## src/verilog/adc_seq_pkg.sv

```systemverilog
// constants, field layout and helpers of the conversion sequencer
// assumes a 200 MHz system clock and a 32-bit word-aligned register bus
package adc_seq_pkg;
    // register byte offsets
    localparam logic [7:0] OFS_CTRL0 = 8'h00;
    localparam logic [7:0] OFS_CTRL1 = 8'h04;
    localparam logic [7:0] OFS_CTRL2 = 8'h08;
    localparam logic [7:0] OFS_RESH = 8'h0C;
    localparam logic [7:0] OFS_RESL = 8'h10;
    localparam logic [7:0] OFS_STAT = 8'h14;
    // field positions
    localparam int EN_BIT = 0;
    localparam int GO_BIT = 1;
    localparam int CHS_LSB = 2;
    localparam int CS_LSB = 0;
    localparam int FM_BIT = 7;
    localparam int TSEL_LSB = 0;
    localparam int NCH_LSB = 4;
    localparam int FLAG_BIT = 0;
    localparam int IE_BIT = 1;
    // reset values
    localparam logic [7:0] CTRL_RST = 8'h00;
    localparam logic [4:0] CHS_RST = 5'h00;
    localparam logic [3:0] NIB_RST = 4'h0;
    localparam logic [2:0] CS_RST = 3'h0;
    // channel codes and trigger source codes
    localparam logic [4:0] CHS_REF_BUF1 = 5'h1F;
    localparam logic [3:0] TSEL_CMP_A = 4'h1;
    localparam logic [3:0] TSEL_CMP_B = 4'h2;
    localparam logic [3:0] TSEL_PWM_A = 4'h3;
    localparam logic [3:0] TSEL_PWM_B = 4'h4;
    // conversion timing
    localparam logic [3:0] TAD_PER_CONV = 4'hF;
    localparam logic [3:0] TAD_FIRST_BIT = 4'h2;
    localparam logic [3:0] TAD_LAST_BIT = 4'hD;
    localparam int CLK_NS = 5;
    localparam int INSTR_NS = 20;
    localparam logic [2:0] INSTR_CLKS = 3'((INSTR_NS + CLK_NS - 1) / CLK_NS);

    typedef enum logic [1:0] {SEQ_IDLE = 2'b00, SEQ_DELAY = 2'b01, SEQ_CONV = 2'b11} seq_e;

    // system clocks per bit period for each clock select code
    function automatic logic [6:0] tad_clocks(input logic [2:0] cs);
        case (cs)
            3'h0: tad_clocks = 7'h02;
            3'h4: tad_clocks = 7'h04;
            3'h1: tad_clocks = 7'h08;
            3'h5: tad_clocks = 7'h10;
            3'h2: tad_clocks = 7'h20;
            3'h6: tad_clocks = 7'h40;
            default: tad_clocks = 7'h02;
        endcase
    endfunction : tad_clocks

    function automatic logic is_frc(input logic [2:0] cs);
        is_frc = (cs[1:0] == 2'h3);
    endfunction : is_frc

    // codes that reach a real input
    function automatic logic chan_ok(input logic [4:0] c);
        chan_ok = (c <= 5'h04) || (c >= 5'h08 && c <= 5'h0D) || (c >= 5'h1D);
    endfunction : chan_ok
endpackage : adc_seq_pkg

```

## src/verilog/sar_if.sv

```systemverilog
// signals between the sequencer and its bit-timing engine
// assumes both ends share one clock
interface sar_if;
    logic start;
    logic abort;
    logic [2:0] cs;
    logic frc_tick;
    logic cmp_bit;
    logic busy;
    logic bit_valid;
    logic bit_val;
    logic done;
    modport engine (input start, abort, cs, frc_tick, cmp_bit,
                    output busy, bit_valid, bit_val, done);
    modport ctrl (output start, abort, cs, frc_tick, cmp_bit,
                  input busy, bit_valid, bit_val, done);
endinterface : sar_if

```

## src/verilog/adc_conversion_sequencer.sv

```systemverilog
// conversion sequencer: registers, start, abort, sleep and trigger control
// assumes Avalon-MM master on clk; trigger and sleep inputs on clk;
// rc tick and comparator come from outside the clock domain
// Function
// - converter stays off until enable written
// - start write clears results, then converts
// - completion clears start, sets done flag
// - clearing start aborts, partial result kept
// - bits shift in from low end
// - unsigned format inserts at low bit 4
// - reset returns all registers to defaults
// - only rc clock converts through sleep
// - rc clock delays start one instruction
// - sleep completion with irq enable wakes
// - sleep completion without irq powers down
// - other clock: sleep aborts, powers down
// - trigger edge sets start, resets timer
// - four-bit field selects trigger source
// - reserved channel codes connect nothing
// - conversion lasts fifteen bit periods
//
// Decided for this implementation: the register offsets and the Avalon-MM interface to the registers.
module adc_conversion_sequencer
    import adc_seq_pkg::*;
(
    // clock and reset
    input wire logic clk,
    input wire logic rstn,
    // avalon-mm slave
    input wire logic [7:0] address,
    input wire logic read,
    input wire logic write,
    input wire logic [31:0] writedata,
    output logic [31:0] readdata,
    output logic waitrequest,
    // trigger sources and timer
    input wire logic [3:0] trig_src,
    output logic timer_reset,
    // power manager
    input wire logic sleep_in,
    output logic wake_req,
    // analog front end
    input wire logic frc_clk_in,
    input wire logic cmp_in,
    output logic converter_power,
    output logic converting,
    output logic [4:0] channel_sel,
    output logic channel_connect,
    output logic ref_buf1_route,
    output logic done_flag
);
    logic rst_s1_ff;
    logic srst_n;
    logic frc_s1_ff;
    logic frc_s2_ff;
    logic frc_s3_ff;
    logic cmp_s1_ff;
    logic cmp_s2_ff;
    logic wait_ff;
    logic [31:0] rdata_ff;
    logic en_ff;
    logic go_ff;
    logic [4:0] chs_ff;
    logic [2:0] cs_ff;
    logic fm_ff;
    logic [3:0] tsel_ff;
    logic [3:0] nch_ff;
    logic [7:0] resh_ff;
    logic [7:0] resl_ff;
    logic flag_ff;
    logic ie_ff;
    logic pd_ff;
    logic trig_prev_ff;
    logic timer_reset_ff;
    logic wake_ff;
    logic start_ff;
    logic [2:0] dly_ff;
    seq_e seq_ff;
    seq_e nxt_seq;
    logic [4:0] chs_out_ff;
    logic connect_ff;
    logic ref_ff;
    logic power_ff;
    sar_if sar ();

    ////////////////////////////////////////////////////////////////////
    // reset release through two flops
    always_ff @(posedge clk or negedge rstn)
    begin
        if (!rstn)
        begin
            rst_s1_ff <= 1'b0;
            srst_n <= 1'b0;
        end
        else
        begin
            rst_s1_ff <= 1'b1;
            srst_n <= rst_s1_ff;
        end
    end

    // rc clock and comparator come from outside, two flops first
    always_ff @(posedge clk or negedge srst_n)
    begin
        if (!srst_n)
        begin
            frc_s1_ff <= 1'b0;
            frc_s2_ff <= 1'b0;
            frc_s3_ff <= 1'b0;
            cmp_s1_ff <= 1'b0;
            cmp_s2_ff <= 1'b0;
        end
        else
        begin
            frc_s1_ff <= frc_clk_in;
            frc_s2_ff <= frc_s1_ff;
            frc_s3_ff <= frc_s2_ff;
            cmp_s1_ff <= cmp_in;
            cmp_s2_ff <= cmp_s1_ff;
        end
    end

    ////////////////////////////////////////////////////////////////////
    // bus decode; every access takes exactly one wait cycle
    logic req_w;
    logic wr_w;
    logic wr_c0;
    logic wr_c1;
    logic wr_c2;
    logic wr_st;
    logic [31:0] rd_mux;
    assign req_w = read || write;
    assign wr_w = write && !wait_ff;
    assign wr_c0 = wr_w && (address == OFS_CTRL0);
    assign wr_c1 = wr_w && (address == OFS_CTRL1);
    assign wr_c2 = wr_w && (address == OFS_CTRL2);
    assign wr_st = wr_w && (address == OFS_STAT);
    assign rd_mux = (address == OFS_CTRL0) ? {24'h0, 1'b0, chs_ff, go_ff, en_ff} :
                    (address == OFS_CTRL1) ? {24'h0, fm_ff, 4'h0, cs_ff} :
                    (address == OFS_CTRL2) ? {24'h0, nch_ff, tsel_ff} :
                    (address == OFS_RESH) ? {24'h0, resh_ff} :
                    (address == OFS_RESL) ? {24'h0, resl_ff} :
                    (address == OFS_STAT) ? {30'h0, ie_ff, flag_ff} : 32'h0;

    // answer one cycle after the request appears
    always_ff @(posedge clk or negedge srst_n)
    begin
        if (!srst_n)
        begin
            wait_ff <= 1'b1;
            rdata_ff <= 32'h0;
        end
        else
        begin
            wait_ff <= !(req_w && wait_ff);
            if (read && wait_ff)
                rdata_ff <= rd_mux;
        end
    end

    ////////////////////////////////////////////////////////////////////
    // start, abort and trigger conditions
    logic frc_w;
    logic trig_sel_w;
    logic trig_rise_w;
    logic live_w;
    logic start_req;
    logic sleep_abort;
    logic abort_w;
    logic finish_w;
    assign frc_w = is_frc(cs_ff);
    assign trig_sel_w = (tsel_ff == TSEL_CMP_A) ? trig_src[0] :
                        (tsel_ff == TSEL_CMP_B) ? trig_src[1] :
                        (tsel_ff == TSEL_PWM_A) ? trig_src[2] :
                        (tsel_ff == TSEL_PWM_B) ? trig_src[3] : 1'b0;
    assign trig_rise_w = trig_sel_w && !trig_prev_ff;
    // old enable value gates start, so a combined write does not start
    assign live_w = en_ff && !pd_ff && !go_ff;
    assign start_req = live_w && ((wr_c0 && writedata[GO_BIT]) || trig_rise_w);
    assign sleep_abort = sleep_in && !frc_w;
    assign abort_w = go_ff && ((wr_c0 && !writedata[GO_BIT])
                     || (wr_c0 && !writedata[EN_BIT]) || sleep_abort);
    assign finish_w = sar.done && go_ff;

    // control register 0
    always_ff @(posedge clk or negedge srst_n)
    begin
        if (!srst_n)
        begin
            en_ff <= 1'b0;
            go_ff <= 1'b0;
            chs_ff <= CHS_RST;
        end
        else
        begin
            if (wr_c0)
            begin
                en_ff <= writedata[EN_BIT];
                chs_ff <= writedata[CHS_LSB +: 5];
            end
            if (start_req)
                go_ff <= 1'b1;
            else if (finish_w || abort_w)
                go_ff <= 1'b0;
        end
    end

    // control 1, control 2, status
    always_ff @(posedge clk or negedge srst_n)
    begin
        if (!srst_n)
        begin
            cs_ff <= CS_RST;
            fm_ff <= 1'b0;
            tsel_ff <= NIB_RST;
            nch_ff <= NIB_RST;
            ie_ff <= 1'b0;
        end
        else
        begin
            if (wr_c1)
            begin
                cs_ff <= writedata[CS_LSB +: 3];
                fm_ff <= writedata[FM_BIT];
            end
            if (wr_c2)
            begin
                tsel_ff <= writedata[TSEL_LSB +: 4];
                nch_ff <= writedata[NCH_LSB +: 4];
            end
            if (wr_st)
                ie_ff <= writedata[IE_BIT];
        end
    end

    // done flag: completion wins over a write-one clear
    always_ff @(posedge clk or negedge srst_n)
    begin
        if (!srst_n)
            flag_ff <= 1'b0;
        else if (finish_w)
            flag_ff <= 1'b1;
        else if (wr_st && writedata[FLAG_BIT])
            flag_ff <= 1'b0;
    end

    ////////////////////////////////////////////////////////////////////
    // result shift; unsigned format keeps the low nibble zero
    logic [11:0] res_cur;
    logic [11:0] res_new;
    assign res_cur = fm_ff ? {resh_ff[3:0], resl_ff} : {resh_ff, resl_ff[7:4]};
    assign res_new = {res_cur[10:0], sar.bit_val};
    always_ff @(posedge clk or negedge srst_n)
    begin
        if (!srst_n)
        begin
            resh_ff <= CTRL_RST;
            resl_ff <= CTRL_RST;
        end
        else if (start_req)
        begin
            resh_ff <= CTRL_RST;
            resl_ff <= CTRL_RST;
        end
        else if (sar.bit_valid && go_ff && !abort_w)
        begin
            resh_ff <= fm_ff ? {4'h0, res_new[11:8]} : res_new[11:4];
            resl_ff <= fm_ff ? res_new[7:0] : {res_new[3:0], 4'h0};
        end
    end

    ////////////////////////////////////////////////////////////////////
    // sequence: rc clock waits one instruction before the engine starts
    logic dly_end;
    assign dly_end = (dly_ff == INSTR_CLKS - 3'h1);
    always_comb
    begin
        nxt_seq = seq_ff;
        case (seq_ff)
            SEQ_IDLE: if (start_req) nxt_seq = frc_w ? SEQ_DELAY : SEQ_CONV;
            SEQ_DELAY: if (abort_w) nxt_seq = SEQ_IDLE;
                       else if (dly_end) nxt_seq = SEQ_CONV;
            SEQ_CONV: if (abort_w || finish_w) nxt_seq = SEQ_IDLE;
            default: nxt_seq = SEQ_IDLE;
        endcase
    end

    // state, delay count and engine start strobe
    always_ff @(posedge clk or negedge srst_n)
    begin
        if (!srst_n)
        begin
            seq_ff <= SEQ_IDLE;
            dly_ff <= 3'h0;
            start_ff <= 1'b0;
        end
        else
        begin
            seq_ff <= nxt_seq;
            dly_ff <= (seq_ff == SEQ_DELAY) ? dly_ff + 3'h1 : 3'h0;
            start_ff <= (seq_ff == SEQ_IDLE && start_req && !frc_w) ||
                        (seq_ff == SEQ_DELAY && dly_end && !abort_w);
        end
    end

    assign sar.start = start_ff;
    assign sar.abort = abort_w;
    assign sar.cs = cs_ff;
    assign sar.frc_tick = frc_s2_ff && !frc_s3_ff;
    assign sar.cmp_bit = cmp_s2_ff;
    sar_engine u_engine (
        .clk(clk),
        .srst_n(srst_n),
        .sar(sar.engine)
    );

    ////////////////////////////////////////////////////////////////////
    // sleep power-down, wake and trigger timer reset
    always_ff @(posedge clk or negedge srst_n)
    begin
        if (!srst_n)
        begin
            pd_ff <= 1'b0;
            wake_ff <= 1'b0;
            trig_prev_ff <= 1'b0;
            timer_reset_ff <= 1'b0;
        end
        else
        begin
            if (!sleep_in)
                pd_ff <= 1'b0;
            else if (sleep_abort || (finish_w && !ie_ff))
                pd_ff <= 1'b1;
            wake_ff <= finish_w && sleep_in && ie_ff;
            trig_prev_ff <= trig_sel_w;
            timer_reset_ff <= trig_rise_w;
        end
    end

    // analog side controls from flops
    always_ff @(posedge clk or negedge srst_n)
    begin
        if (!srst_n)
        begin
            chs_out_ff <= CHS_RST;
            connect_ff <= 1'b0;
            ref_ff <= 1'b0;
            power_ff <= 1'b0;
        end
        else
        begin
            chs_out_ff <= chs_ff;
            connect_ff <= en_ff && chan_ok(chs_ff);
            ref_ff <= en_ff && (chs_ff == CHS_REF_BUF1);
            power_ff <= en_ff && !pd_ff;
        end
    end

    assign readdata = rdata_ff;
    assign waitrequest = wait_ff;
    assign timer_reset = timer_reset_ff;
    assign wake_req = wake_ff;
    assign converter_power = power_ff;
    assign converting = go_ff;
    assign channel_sel = chs_out_ff;
    assign channel_connect = connect_ff;
    assign ref_buf1_route = ref_ff;
    assign done_flag = flag_ff;
endmodule : adc_conversion_sequencer

```

## src/verilog/sar_engine.sv

```systemverilog
// bit-period timing and per-bit strobes of one conversion
// assumes an active-low reset released in step with clk and a synchronised rc tick
module sar_engine
    import adc_seq_pkg::*;
(
    // clock and reset
    input wire logic clk,
    input wire logic srst_n,
    // sequencer side
    sar_if.engine sar
);
    logic [6:0] div_ff;
    logic [3:0] tad_ff;
    logic busy_ff;
    logic bit_valid_ff;
    logic bit_val_ff;
    logic done_ff;
    logic tick_w;
    logic last_w;
    logic bit_w;

    ////////////////////////////////////////////////////////////////////
    // bit period tick: rc edge or divided system clock
    assign tick_w = is_frc(sar.cs) ? sar.frc_tick
                                   : (div_ff == tad_clocks(sar.cs) - 7'h01);
    assign last_w = (tad_ff == TAD_PER_CONV - 4'h1);
    assign bit_w = (tad_ff >= TAD_FIRST_BIT) && (tad_ff <= TAD_LAST_BIT);

    // divider and period counter restart at each start
    always_ff @(posedge clk or negedge srst_n)
    begin
        if (!srst_n)
        begin
            div_ff <= 7'h00;
            tad_ff <= 4'h0;
            busy_ff <= 1'b0;
        end
        else if (sar.start)
        begin
            div_ff <= 7'h00;
            tad_ff <= 4'h0;
            busy_ff <= 1'b1;
        end
        else if (sar.abort)
            busy_ff <= 1'b0;
        else if (busy_ff)
        begin
            div_ff <= tick_w ? 7'h00 : div_ff + 7'h01;
            if (tick_w)
            begin
                tad_ff <= tad_ff + 4'h1;
                busy_ff <= !last_w;
            end
        end
    end

    // one-cycle strobes
    always_ff @(posedge clk or negedge srst_n)
    begin
        if (!srst_n)
        begin
            bit_valid_ff <= 1'b0;
            bit_val_ff <= 1'b0;
            done_ff <= 1'b0;
        end
        else
        begin
            bit_valid_ff <= busy_ff && tick_w && bit_w && !sar.abort && !sar.start;
            bit_val_ff <= sar.cmp_bit;
            done_ff <= busy_ff && tick_w && last_w && !sar.abort && !sar.start;
        end
    end

    assign sar.busy = busy_ff;
    assign sar.bit_valid = bit_valid_ff;
    assign sar.bit_val = bit_val_ff;
    assign sar.done = done_ff;
endmodule : sar_engine

```

## config.mk

```make
export PLATFORM = sky130hd
export DESIGN_NAME = adc_conversion_sequencer
export DESIGN_NICKNAME = d
export VERILOG_FILES = /design/src/verilog/adc_seq_pkg.sv /design/src/verilog/sar_if.sv /design/src/verilog/adc_conversion_sequencer.sv /design/src/verilog/sar_engine.sv
export SDC_FILE = /design/constraint.sdc
export NUM_CORES = 1
export LEC_CHECK = 0
export BUFFER_PORTS_ARGS = -buffer_cell sky130_fd_sc_hd__buf_2
export CORE_UTILIZATION = 58
export CTS_CLUSTER_DIAMETER = 80
export CTS_CLUSTER_SIZE = 30
export DETAILED_ROUTE_END_ITERATION = 6
export GPL_TIMING_DRIVEN = 0
export PLACE_DENSITY_LB_ADDON = 0.05
export SETUP_SLACK_MARGIN = 0.15
export SYNTH_ARGS = -nofsm -noshare
export SYNTH_HDL_FRONTEND = slang
export SYNTH_SLANG_ARGS = --single-unit
```

## constraint.sdc

```tcl
create_clock -name clk -period 7.58 [get_ports clk]
set_clock_uncertainty 0.1 [all_clocks]
set_input_delay 1.516 -clock clk [delete_from_list [all_inputs] [get_ports clk]]
set_output_delay 1.516 -clock clk [all_outputs]
set_load 0.03 [all_outputs]
```

# After elaboration in Yosys (flattened, before gate mapping)

Cells that the tools add are included.

Flip-flop bits (word level): 110
Bits of input ports: 51
Logic and storage cells: 188

Add/sub/neg operators: 4
Magnitude comparators: 6
Equality and inequality tests: 26
Mux-type cells: 44
Reductions and logical operators: 71

Operator list:

| operator                                            | number |
|---|---|
| 2-to-1 mux 8 bit                                    | 11 |
| logical AND 1 bit                                   | 39 |
| case mux 7 bit (5 select lines)                     | 1 |
| 2-to-1 mux 7 bit                                    | 4 |
| equality test 8 x 4 -> 1 bit, second input constant | 2 |
| equality test 8 x 5 -> 1 bit, second input constant | 2 |
| 2-to-1 mux 4 bit                                    | 4 |
| 2-to-1 mux 1 bit                                    | 15 |
| zero test 1 bit                                     | 13 |
| 2-to-1 mux 2 bit                                    | 6 |
| 2-to-1 mux 11 bit                                   | 1 |
| nonzero test 2 bit                                  | 5 |
| equality test 3 bit, second input constant          | 3 |
| logical OR 1 bit                                    | 9 |
| equality test 4 x 2 -> 1 bit, second input constant | 2 |
| equality test 8 x 3 -> 1 bit, second input constant | 1 |
| zero test 8 bit                                     | 1 |
| adder 7 x 1 -> 7 bit, second input constant         | 1 |
| equality test 7 bit                                 | 1 |
| subtractor 7 x 1 -> 7 bit, second input constant    | 1 |
| equality test 3 x 2 -> 1 bit, second input constant | 2 |
| != test 2 bit, second input constant                | 3 |
| case mux 2 bit (3 select lines)                     | 1 |
| AND reduction 3 bit                                 | 2 |
| 20 further kinds                                    | 21 |

# Logic depth before layout (Yosys ltp)

Gate-level depths: netlist of the first run.

Word-level depth: 11
Mapped depth: 7
Mapped depth without buffers: 6

# By module

A second synthesis of the first run with hierarchy kept.

Cell total of the unflattened synthesis: 404
Area total of the unflattened synthesis: 4423.0 sq um

Modules (own cells, without submodules):

| module                   | instances | cells an instance | area an instance (sq um) | sequential area each (sq um) |
|---|---|---|---|---|
| adc_conversion_sequencer | 1         | 315               | 3562.2                   | 1778.0 |
| sar_engine               | 1         | 89                | 860.8                    | 375.4 |

# Least setup slack after synthesis of the first run

Ideal clock, no wire load.

Kind: input port to flip-flop
Start point: in write
End point: reg u_engine.tad_ff[2]
Arrival time: 2774 ps
Slack: 4581 ps
Stages: 7
Cell sequence: nor3b_1 > and3_1 > buf_4 > a31oi_4 > nand3_4 > nor2_1 > mux2_2

Longest elaborated chain between the ends: 8
Elaborated cells on any way between the ends: 9

RTL lines:

| what                                     | line                                                             | text |
|---|---|---|
| start: declaration                       | adc_conversion_sequencer.sv:32                                   | `input wire logic write,` |
| logical AND 1 bit (*)                    | adc_conversion_sequencer.sv:133                                  | `assign wr_w = write && !wait_ff;` |
| logical AND 1 bit (*)                    | adc_conversion_sequencer.sv:134                                  | `assign wr_c0 = wr_w && (address == OFS_CTRL0);` |
| logical AND 1 bit (on tied branches)     | adc_conversion_sequencer.sv:181, adc_conversion_sequencer.sv:182 |  |
| logical OR 1 bit (*) (2 in series)       | adc_conversion_sequencer.sv:182                                  | `\|\| (wr_c0 && !writedata[EN_BIT]) \|\| sleep_abort);` |
| logical AND 1 bit (*)                    | adc_conversion_sequencer.sv:181                                  | `assign abort_w = go_ff && ((wr_c0 && !writedata[GO_BIT])` |
| != test 2 bit (no source line) (*)       | n/a                                                              |  |
| AND reduction 3 bit (no source line) (*) | n/a                                                              |  |
| end signal: assignment                   | sar_engine.sv:51                                                 | `tad_ff <= tad_ff + 4'h1;` |
| end: declaration                         | sar_engine.sv:13                                                 | `logic [3:0] tad_ff;` |

Mark *: on every way between the ends. The rest lies on a longest branch, timed or not.
A chain may end at the register's enable or synchronous reset.

# Worst setup path in the final report of the first run

Start point: in address[2]
End point: reg resh_ff[3]

Longest elaborated chain between the ends: 9
Elaborated cells on any way between the ends: 14

RTL lines:

| what                                 | line                                                             | text |
|---|---|---|
| start: declaration                   | adc_conversion_sequencer.sv:30                                   | `input wire logic [7:0] address,` |
| zero test 8 bit (*)                  | adc_conversion_sequencer.sv:134                                  |  |
| logical AND 1 bit (*)                | adc_conversion_sequencer.sv:134                                  |  |
| logical AND 1 bit (on tied branches) | adc_conversion_sequencer.sv:181, adc_conversion_sequencer.sv:182 |  |
| logical OR 1 bit (2 in series)       | adc_conversion_sequencer.sv:182                                  |  |
| logical AND 1 bit                    | adc_conversion_sequencer.sv:181                                  |  |
| zero test 1 bit                      | adc_conversion_sequencer.sv:265                                  | `else if (sar.bit_valid && go_ff && !abort_w)` |
| logical AND 1 bit                    | adc_conversion_sequencer.sv:265                                  |  |
| nonzero test 2 bit (no source line)  | n/a                                                              |  |
| end signal: assignment               | adc_conversion_sequencer.sv:267                                  | `resh_ff <= fm_ff ? {4'h0, res_new[11:8]} : res_new[11:4];` |
| end: declaration                     | adc_conversion_sequencer.sv:68                                   | `logic [7:0] resh_ff;` |

Marked as above.

==> results of run 1 <==
## routing by layer
| layer | routed length [µm] | vias to the layer above | GRT usage (%) |
|---|---|---|---|
| met3 | 696 | 14 | 3.89 |
| met5 | 0 | - | 0 |
| met1 | 4180 | 1556 | 39.2 |
| li1 | - | 1566 | - |
| met4 | 156 | 0 | 10.6 |
| met2 | 3760 | 142 | 38.4 |
## stage by stage
stage / setup slack (ps) / std cells
after floorplan: 4580 / 433
after global placement: 4060 / 576
after detailed placement: 4100 / 577
after CTS: 4480 / 593
after global routing: 4240 / 593
final: 4410 / 593
## placed cells by master (no fill, tap or decap), drive strengths merged, types with 18 or more instances in the layout
| cell | instances |
|---|---|
| inv | 18 |
| buf | 80 |
| a21oi | 25 |
| nand2 | 51 |
| o21ai | 21 |
| mux2 | 22 |
| dfrtp | 85 |
| conb | 25 |
| clkbuf | 18 |
| nor2 | 29 |
## worst max path at each step
stage	from	endpoint	slack, ps
after floorplan	write	u_engine.tad_ff[2]	4580
after global placement	srst_n	u_engine.div_ff[4]	4060
after detailed placement	address[2]	resh_ff[3]	4100
after CTS	address[0]	fm_ff	4480
after global routing	address[0]	fm_ff	4240
final	address[2]	resh_ff[3]	4410
## critical path: cells and delay by family
kind	cells	cell delay, ps
compound gates	2	230
buf+inv	3	590
simple gates	3	950
## power by group through the flow
stage	clock, mW	combinational (mW)	sequential [mW]
6_report	0.331	0.0752	0.479
5_1_grt	0.352	0.0824	0.481
4_1_cts	0.335	0.0748	0.479
3_5_place_dp	0	0.0746	0.488
3_3_place_gp	0	0.0669	0.492
2_1_floorplan	0	0.0471	0.492
## kinds of logic after synthesis
family                     Yosys count  synth area share, %
xor gates and xnor gates             2                0.416
other                                2                0.178
AOI/OAI and AO/OA                   78                 12.6
and+or+nand+nor                    147                 17.6
adders and majority gates            7                 2.08
DFF                                 86                 51.1
muxes                               31                 8.31
buffers and inverters               57                 7.74
## state kept, by name (all words and copies together), names as in the netlist, 3 cells and up
signal           count
tsel_ff              4
readdata             8
u_engine.div_ff      7
chs_ff               5
cs_ff                3
nch_ff               4
resl_ff              8
dly_ff               3
channel_sel          5
u_engine.tad_ff      4
resh_ff              8
## final cells by class
class	count	share of cell area, %
clock inverter	6	1.41
clock buffer	10	2.81
tap	96	2.45
multi-input combinational	290	37.2
buffer	40	5.37
timing repair buffer	48	5.37
inverter	17	1.30
sequential	86	44.1
==> reports/qor.txt, run 1 <==
status -> finished, final reports clean
PwrDens -> 181 mW/mm²
Cell Rows -> 30
First DRT Iteration DRCs -> 223
first-pass GRT wire length -> 14.9 mm
crit-path max cell delay -> 440 ps
die area -> 0.00762 mm²
crit-path max FO -> 10
DR pass1 iterations -> 6
DRC viols -> 0
PostCTS Resize Cnt -> 0
fin crit share -> 41.8%
Syn Inst Count -> 410
vias in the first global route -> 3087
total power draw -> 0.885 mW
vias after detailed routing -> 3278
Primary FF master, synth -> dfrtp_1
Sequential Power Share -> 54.1%
Post-synth EDFFs -> 0
H-Tree Depth -> 3
sequential area share after synthesis -> 51.1%
initial antenna violation count -> 0
combinational power share -> 8.5%
Worst R2R Setup Slack -> 5330 ps
Yosys warnings -> 0
share of the synthesized area in the top cell type -> 50.4%
f_max -> 0.316 GHz
reg2reg start -> waitrequest
total negative slack -> 0 ps
Int Pwr -> 0.658 mW
max_cap viols -> 0
design area -> 0.00490 mm²
Tot GR Track Use -> 26.2%
synthesized area -> 0.00422 mm²
worst-skew pair later-pin latency -> 360 ps
count leader, synth -> dfrtp_1
Post-synth top cells -> dfrtp_1 (85), nand2_1 (51), nor2_1 (28)
top cells by area, synth -> dfrtp_1 (50%), mux2_2 (5.9%), nand2_1 (4.5%), buf_4 (4.5%), a21oi_1 (2.8%)
multi-input logic area -> 0.00182 mm²
wire length per cell -> 14.8 µm
hold buffers post-CTS -> 0
Startpoint Class -> input pin
Leak -> 2.38 nW
worst r2r dst -> resh_ff[3]
Clock Power Share -> 37.4%
Routed Antenna Nets -> 0
CTS clk-pin slew, worst paths -> 90 ps
Placement Cell Area -> 0.00469 mm²
critical path data required time -> 7720 ps
Crit Path Class -> in -> reg
total gr overflow -> 0
fraction of layout cells with a size suffix above 1 -> 25.8%
final WL -> 8.79 mm
Slew Limit Fails -> 0
P&R area growth vs syn -> 16.1%
Vias/cell -> 5.53
pin count of the biggest net entering global routing -> 50
worst-margin pin slew -> 552 ps
final setup fails -> 0
TritonCTS clock tree -> done
Crit-path slowest cell -> nor3b_1
Max transition margin -> 63.2%
register area -> 0.00216 mm²
cts bufs inserted -> 9
Core Box Area -> 0.00691 mm²
Initial Utilization -> 61.1%
Avg Inst Size Synth -> 10.3 µm²
Min-Delay Path Class -> reg -> async
# fillers -> 564
final hold vios -> 0
Sw Pwr -> 0.227 mW
critical path arrival -> 3310 ps
post-DP HPWL -> 6.54 mm
FF-to-FF path depth -> 7
RSZ-0062 raised after global routing -> no
switching share of power -> 25.6%
CTS Sinks -> 86
Yosys top cell by area -> dfrtp_1
die height -> 87.3 µm
IO Port Bufs -> 47
clock tree buffer depth -> 2
final core occ -> 70.9%
Netlist cell types -> 59
worst-path cell chain -> buf_2 > nor3b_1 > and3_1 > buf_4 > a2bb2oi_1 > nor2_2 > buf_2 > o21ai_1
asr flop ratio synth -> 100%
setup bufs post-CTS -> 0
Peak VDD IR -> 0.000117 V
final hold slack -> 198 ps
Synth Register Bits -> 86
CTS root buffer -> clkbuf_8
Crit. End Element -> flip-flop
minimum clock period -> 3170 ps
# IOs -> 96
Die X -> 87.3 µm
GP Congestion -> 0.857
NumNets Final -> 550
Inserted Diodes -> 0
cell mode on critical path -> buf_2
(Power assumes the default switching activity.)
==> run 2, diff against run 1 <==
- CORE_UTILIZATION: 58 -> 54
- clock period: 7.58 -> 3.18 ns (I/O delays scaled with it)
==> run 2 against run 1 <==
Largest power group unchanged. Highest routed layer unchanged. Cell area is 0.23% lower. Register-to-register slack worse by 4300 ps. Sequential share of layout area up 0.10 points. Wire length fell by 1.8%. Core utilization fell by 5.0 points.
==> reports/qor.txt, run 2 (synthesis results as in run 1) <==
vias after detailed routing -> 3194 (-2.6%)
Die X -> 90.4 µm (+3.6%)
minimum setup slack after placement -> 580 ps (-3520 ps)
critical path data required time -> 3320 ps (-4400 ps)
Placed Cells -> 580 (+0.52%)
total negative slack -> 0 ps (unchanged)
TritonCTS clock tree -> done
total gr overflow -> 0 (unchanged)
final core occ -> 65.9% (-5.0 points)
CTS clk-pin slew, worst paths -> 90 ps (about the same)
RSZ-0062 raised after global routing -> no
die area -> 0.00817 mm² (+7.2%)
cts bufs inserted -> 9 (unchanged)
Min-Delay Path Class -> reg -> async
Vias/cell -> 5.35 (-3.2%)
worst-margin pin slew -> 553 ps (+1.06 ps)
fraction of layout cells with a size suffix above 1 -> 25.7% (-0.052 points)
CTS Sinks -> 86 (unchanged)
final setup fails -> 0 (unchanged)
commonest cells after routing, fill and taps aside -> dfrtp_1 (84), nand2_1 (51), buf_2 (50)
Inserted Diodes -> 0 (unchanged)
DR pass1 iterations -> 4 (-2)
Crit Path Class -> in -> reg
final hold vios -> 0 (unchanged)
vias in the first global route -> 2972 (-3.7%)
Startpoint Class -> input pin
Leak -> 2.37 nW (-0.24%)
worst-path cell chain -> buf_2 > nor3_1 > nand2_1 > clkbuf_1 > nor3_1 > nand2_1 > mux2_2
status -> finished, final reports clean
final WL -> 8.63 mm (-1.8%)
Peak VDD IR -> 0.000265 V (+130%)
H-Tree Depth -> 3 (unchanged)
Worst R2R Setup Slack -> 1010 ps (-4320 ps)
Final WS setup -> 880 ps (-3530 ps)
first-pass GRT wire length -> 14.5 mm (-3.0%)
fin crit share -> 72.3%
Initial Utilization -> 56.9% (-4.1 points)
Max transition margin -> 63.1% (-0.071 points)
pin count of the biggest net entering global routing -> 48 (-4.0%)
final hold slack -> 204 ps (+5.58 ps)
# fillers -> 594 (+5.3%)
DRC viols -> 0 (unchanged)
critical path arrival -> 2440 ps (-870 ps)
crit-path max cell delay -> 430 ps (about the same)
commonest non-fill, non-tap cell in the layout -> dfrtp_1
Routed Antenna Nets -> 0 (unchanged)
NumNets Final -> 551 (+0.18%)
CTS root buffer -> clkbuf_8
Final Non-Filler Cells -> 597 (+0.67%)
post-DP HPWL -> 6.41 mm (-2.0%)
IO Port Bufs -> 47 (unchanged)
PwrDens -> 416 mW/mm² (+130%)
Cell Rows -> 31 (+3.3%)
Slew Limit Fails -> 0 (unchanged)
die height -> 90.4 µm (+3.6%)
crit-path max FO -> 10 (unchanged)
wire length per cell -> 14.5 µm (-2.4%)
Crit. End Element -> flip-flop
minimum clock period -> 2300 ps
initial antenna violation count -> 0 (unchanged)
clock tree buffer depth -> 2 (unchanged)
Crit-path slowest cell -> nor3_1
Core Box Area -> 0.00741 mm² (+7.3%)
P&R area growth vs syn -> 15.8%
worst-skew pair later-pin latency -> 360 ps (about the same)
# IOs -> 96 (unchanged)
f_max -> 0.435 GHz
max_cap viols -> 0 (unchanged)
First DRT Iteration DRCs -> 262 (+17%)
Tot GR Track Use -> 22.7% (-3.5 points)
GP Congestion -> 0.873 (+1.9%)
run 2: cell count changes in the layout (fill, tap and decap cells not counted):
cell           previous run  this run
clkinv_2                  1         2
clkinv_4                  2         1
inv_6                     1         2
bufinv_16                 1         0
dlygate4sd3_1             0         1
run 2: what timing repair did:
item / CTS / global route
endpoints found under the hold margin: 2 / 0
setup endpoints to repair: 0 / 0
setup buffers: 0 / 0
gates resized for setup: 0 / 0
hold buffers: 1 / 0
run 2: power breakdown:
| part | switching (mW) | internal (mW) | total [mW] |
|---|---|---|---|
| logic | 0.113 | 0.0660 | 0.179 |
| clock network | 0.402 | 0.309 | 0.711 |
| registers | 0.0271 | 1.11 | 1.14 |
| total | 0.541 | 1.49 | 2.03 |
run 2: routing by layer:
layer,track usage [%],up-vias,wire (µm)
li1,-,1570,-
met1,33.0,1490,4250
met2,33.3,122,3700
met3,4.88,12,556
met4,8.60,0,132
met5,0,-,0
run 2: area by class of cell:
| class | instances | area (µm²) | share of cell area [%] |
|---|---|---|---|
| tap | 99 | 124 | 2.54 |
| multi-input combinational | 290 | 1820 | 37.3 |
| buffer | 40 | 263 | 5.38 |
| timing repair buffer | 49 | 273 | 5.58 |
| inverter | 17 | 63.8 | 1.31 |
| clock inverter | 6 | 43.8 | 0.897 |
| clock buffer | 10 | 138 | 2.82 |
| sequential | 86 | 2160 | 44.2 |
run 2: path summary, 6_finish.rpt:
path | start | end | cells past startpoint
setup / recovery | address[0] | cs_ff[1] | 7
hold / removal | srst_n | ref_buf1_route | 0
setup reg to reg | waitrequest | resl_ff[4] | 7
hold reg to reg | srst_n | ref_buf1_route | 0
max in group asynchronous | srst_n | waitrequest | 1
min in group clk | frc_s1_ff | frc_s2_ff | 0
run 2: stage by stage:
stage	cell area [µm²]	power [mW]
6_report	4880	2.03
3_5_place_dp	4690	1.34
4_1_cts	4880	2.04
3_3_place_gp	4660	1.33
2_1_floorplan	4300	1.29
5_1_grt	4880	2.11
run 2: worst max-delay path, delay by kind of cell:
kind | cells | cell delay [ps]
mux | 1 | 310
simple gates | 4 | 1140
buf+inv | 2 | 350
==> run 3, diff against run 2 <==
- CORE_UTILIZATION: 54 -> 49
- clock period: 3.18 -> 2.03 ns (I/O delays scaled with it)
==> run 3 against run 2 <==
Power grew 70%. Register-to-register slack lost 990 ps. Cell area grew 8.7%. Global-route usage shrank 0.35 points. Wire length grew 10%. Final cell count grew 4.7%. Critical endpoint is now u_engine.tad_ff[3].
==> reports/qor.txt, run 3 (synthesis results as in run 1) <==
clock tree buffer depth -> 2 (unchanged)
crit-path max FO -> 8 (-2)
CTS root buffer -> clkbuf_8
final hold vios -> 0 (unchanged)
fraction of layout cells with a size suffix above 1 -> 35.4% (+9.7 points)
Crit. End Element -> flip-flop
Leak -> 2.54 nW (+6.8%)
# IOs -> 96 (unchanged)
f_max -> 0.498 GHz
combinational power share -> 9.0% (+0.2 points)
RSZ-0062 raised after global routing -> yes
crit-path max cell delay -> 580 ps (+150 ps)
GP Congestion -> 0.822 (-5.9%)
Die X -> 94.8 µm (+4.9%)
Cell Rows -> 33 (+6.5%)
NumNets Final -> 573 (+4.0%)
fin crit share -> 99.0%
IO Port Bufs -> 47 (unchanged)
design area -> 0.00531 mm² (+8.7%)
status -> finished, final reports clean
Min-Delay Path Class -> in -> reg
DRC viols -> 0 (unchanged)
pin count of the biggest net entering global routing -> 61 (+27%)
Tot GR Track Use -> 22.3% (-0.35 points)
worst-path cell chain -> nor3b_4 > and3_1 > buf_6 > a31oi_4 > nand3_4 > or3_1 > a21oi_1
first-pass GRT wire length -> 15.1 mm (+4.1%)
Sequential Power Share -> 51.8% (-4.4 points)
Core Box Area -> 0.00826 mm² (+11%)
Crit-path slowest cell -> dfstp_2
final hold slack -> 44.2 ps (-160 ps)
max_cap viols -> 0 (unchanged)
Slew Limit Fails -> 0 (unchanged)
DR pass1 iterations -> 4 (unchanged)
Initial Utilization -> 51.1% (-5.9 points)
final WL -> 9.54 mm (+10%)
Int Pwr -> 2.57 mW (+72%)
total gr overflow -> 0 (unchanged)
Placement Cell Area -> 0.00472 mm² (+0.48%)
Sw Pwr -> 0.882 mW (+63%)
commonest non-fill, non-tap cell in the layout -> dfrtp_1
worst-margin pin slew -> 603 ps (+49.2 ps)
minimum clock period -> 2010 ps
cts bufs inserted -> 9 (unchanged)
commonest cells after routing, fill and taps aside -> dfrtp_1 (80), nand2_1 (49), buf_2 (48)
critical path arrival -> 2190 ps (-250 ps)
register area -> 0.00216 mm² (+0.23%)
die area -> 0.00898 mm² (+10%)
final setup fails -> 0 (unchanged)
Startpoint Class -> flip-flop
P&R area growth vs syn -> 25.9%
Vias/cell -> 5.33 (-0.35%)
Max transition margin -> 59.8% (-3.3 points)
worst-skew pair later-pin latency -> 360 ps (about the same)
Crit Path Class -> reg -> reg
switching share of power -> 25.6% (-1.1 points)
Peak VDD IR -> 0.000354 V (+33%)
wire length per cell -> 15.3 µm (+5.5%)
Final Non-Filler Cells -> 625 (+4.7%)
initial antenna violation count -> 0 (unchanged)
TritonCTS clock tree -> done
multi-input logic area -> 0.00200 mm² (+9.6%)
H-Tree Depth -> 3 (unchanged)
Placed Cells -> 586 (+1.0%)
Inserted Diodes -> 0 (unchanged)
CTS clk-pin slew, worst paths -> 90 ps (about the same)
PwrDens -> 649 mW/mm² (+56%)
critical path data required time -> 2220 ps (-1100 ps)
Clock Power Share -> 39.2% (+4.2 points)
vias in the first global route -> 3165 (+6.5%)
post-DP HPWL -> 6.61 mm (+3.2%)
First DRT Iteration DRCs -> 132 (-50%)
CTS Sinks -> 86 (unchanged)
die height -> 94.8 µm (+4.9%)
total negative slack -> 0 ps (unchanged)
Routed Antenna Nets -> 0 (unchanged)
vias after detailed routing -> 3332 (+4.3%)
# fillers -> 689 (+16%)
[run 3: metrics by stage]
step                      total power [mW]  utilization (%)  setup WS, ps
after CTS                             3.46             62.1          10.8
after floorplan                       2.02                -         -25.9
after global routing                  3.57             64.3         -46.8
final                                 3.45             64.3          20.3
after detailed placement              2.10             57.1          -424
after global placement                2.09             56.7          -415
[run 3: what timing repair did]
| item | in CTS | in global routing |
|---|---|---|
| endpoints found under the setup margin | 32 | 40 |
| cloned | 0 | 1 |
| setup buffers | 15 | 6 |
| pin swaps | 10 | 19 |
| endpoints found under the hold margin | 2 | 0 |
| hold buffers | 1 | 0 |
| gates resized for setup | 17 | 39 |
[run 3: final cells by class]
cell class                      count  share of cell area [%]
Clock buffer                        9                    2.33
Multi-Input combinational cell    290                    37.6
Buffer                             40                    5.30
Tap cell                          105                    2.47
Clock inverter                      7                    1.81
Sequential cell                    86                    40.7
Inverter                           17                    1.20
Timing Repair Buffer               71                    8.53
[run 3: per-layer routing]
layer	vias to the layer above	track usage [%]	part of all wire, %
met1	1637	27.4	44
met3	13	3.38	3.7
met4	0	9.47	1.5
met5	-	0	0
li1	1606	-	-
met2	76	39.0	51
[run 3: worst max-delay path, delay by kind of cell, from the launching register on]
kind,cells,cell delay (ps)
DFF,1,580
buffers and inverters,1,150
AOI/OAI and AO/OA,2,410
and+or+nand+nor,4,690
[run 3: worst paths after layout]
| path | cells after the start | to | startpoint | slack (ps) |
|---|---|---|---|---|
| min in group asynchronous | 0 | dly_ff[1] | srst_n | 150 |
| max in group asynchronous | 1 | waitrequest | srst_n | 1020 |
| worst min-delay path | 1 | cmp_s1_ff | cmp_in | 40 |
| worst max register to register | 7 | u_engine.tad_ff[3] | waitrequest | 20 |
| worst max-delay path | 7 | u_engine.tad_ff[3] | waitrequest | 20 |
| worst min register to register | 0 | dly_ff[1] | srst_n | 150 |
[run 3: power groups by stage]
stage	combinational [mW]	sequential, mW	clock (mW)
3_3_place_gp	0.252	1.84	0
4_1_cts	0.300	1.78	1.37
5_1_grt	0.341	1.79	1.43
6_report	0.311	1.79	1.35
3_5_place_dp	0.283	1.82	0
2_1_floorplan	0.177	1.84	0
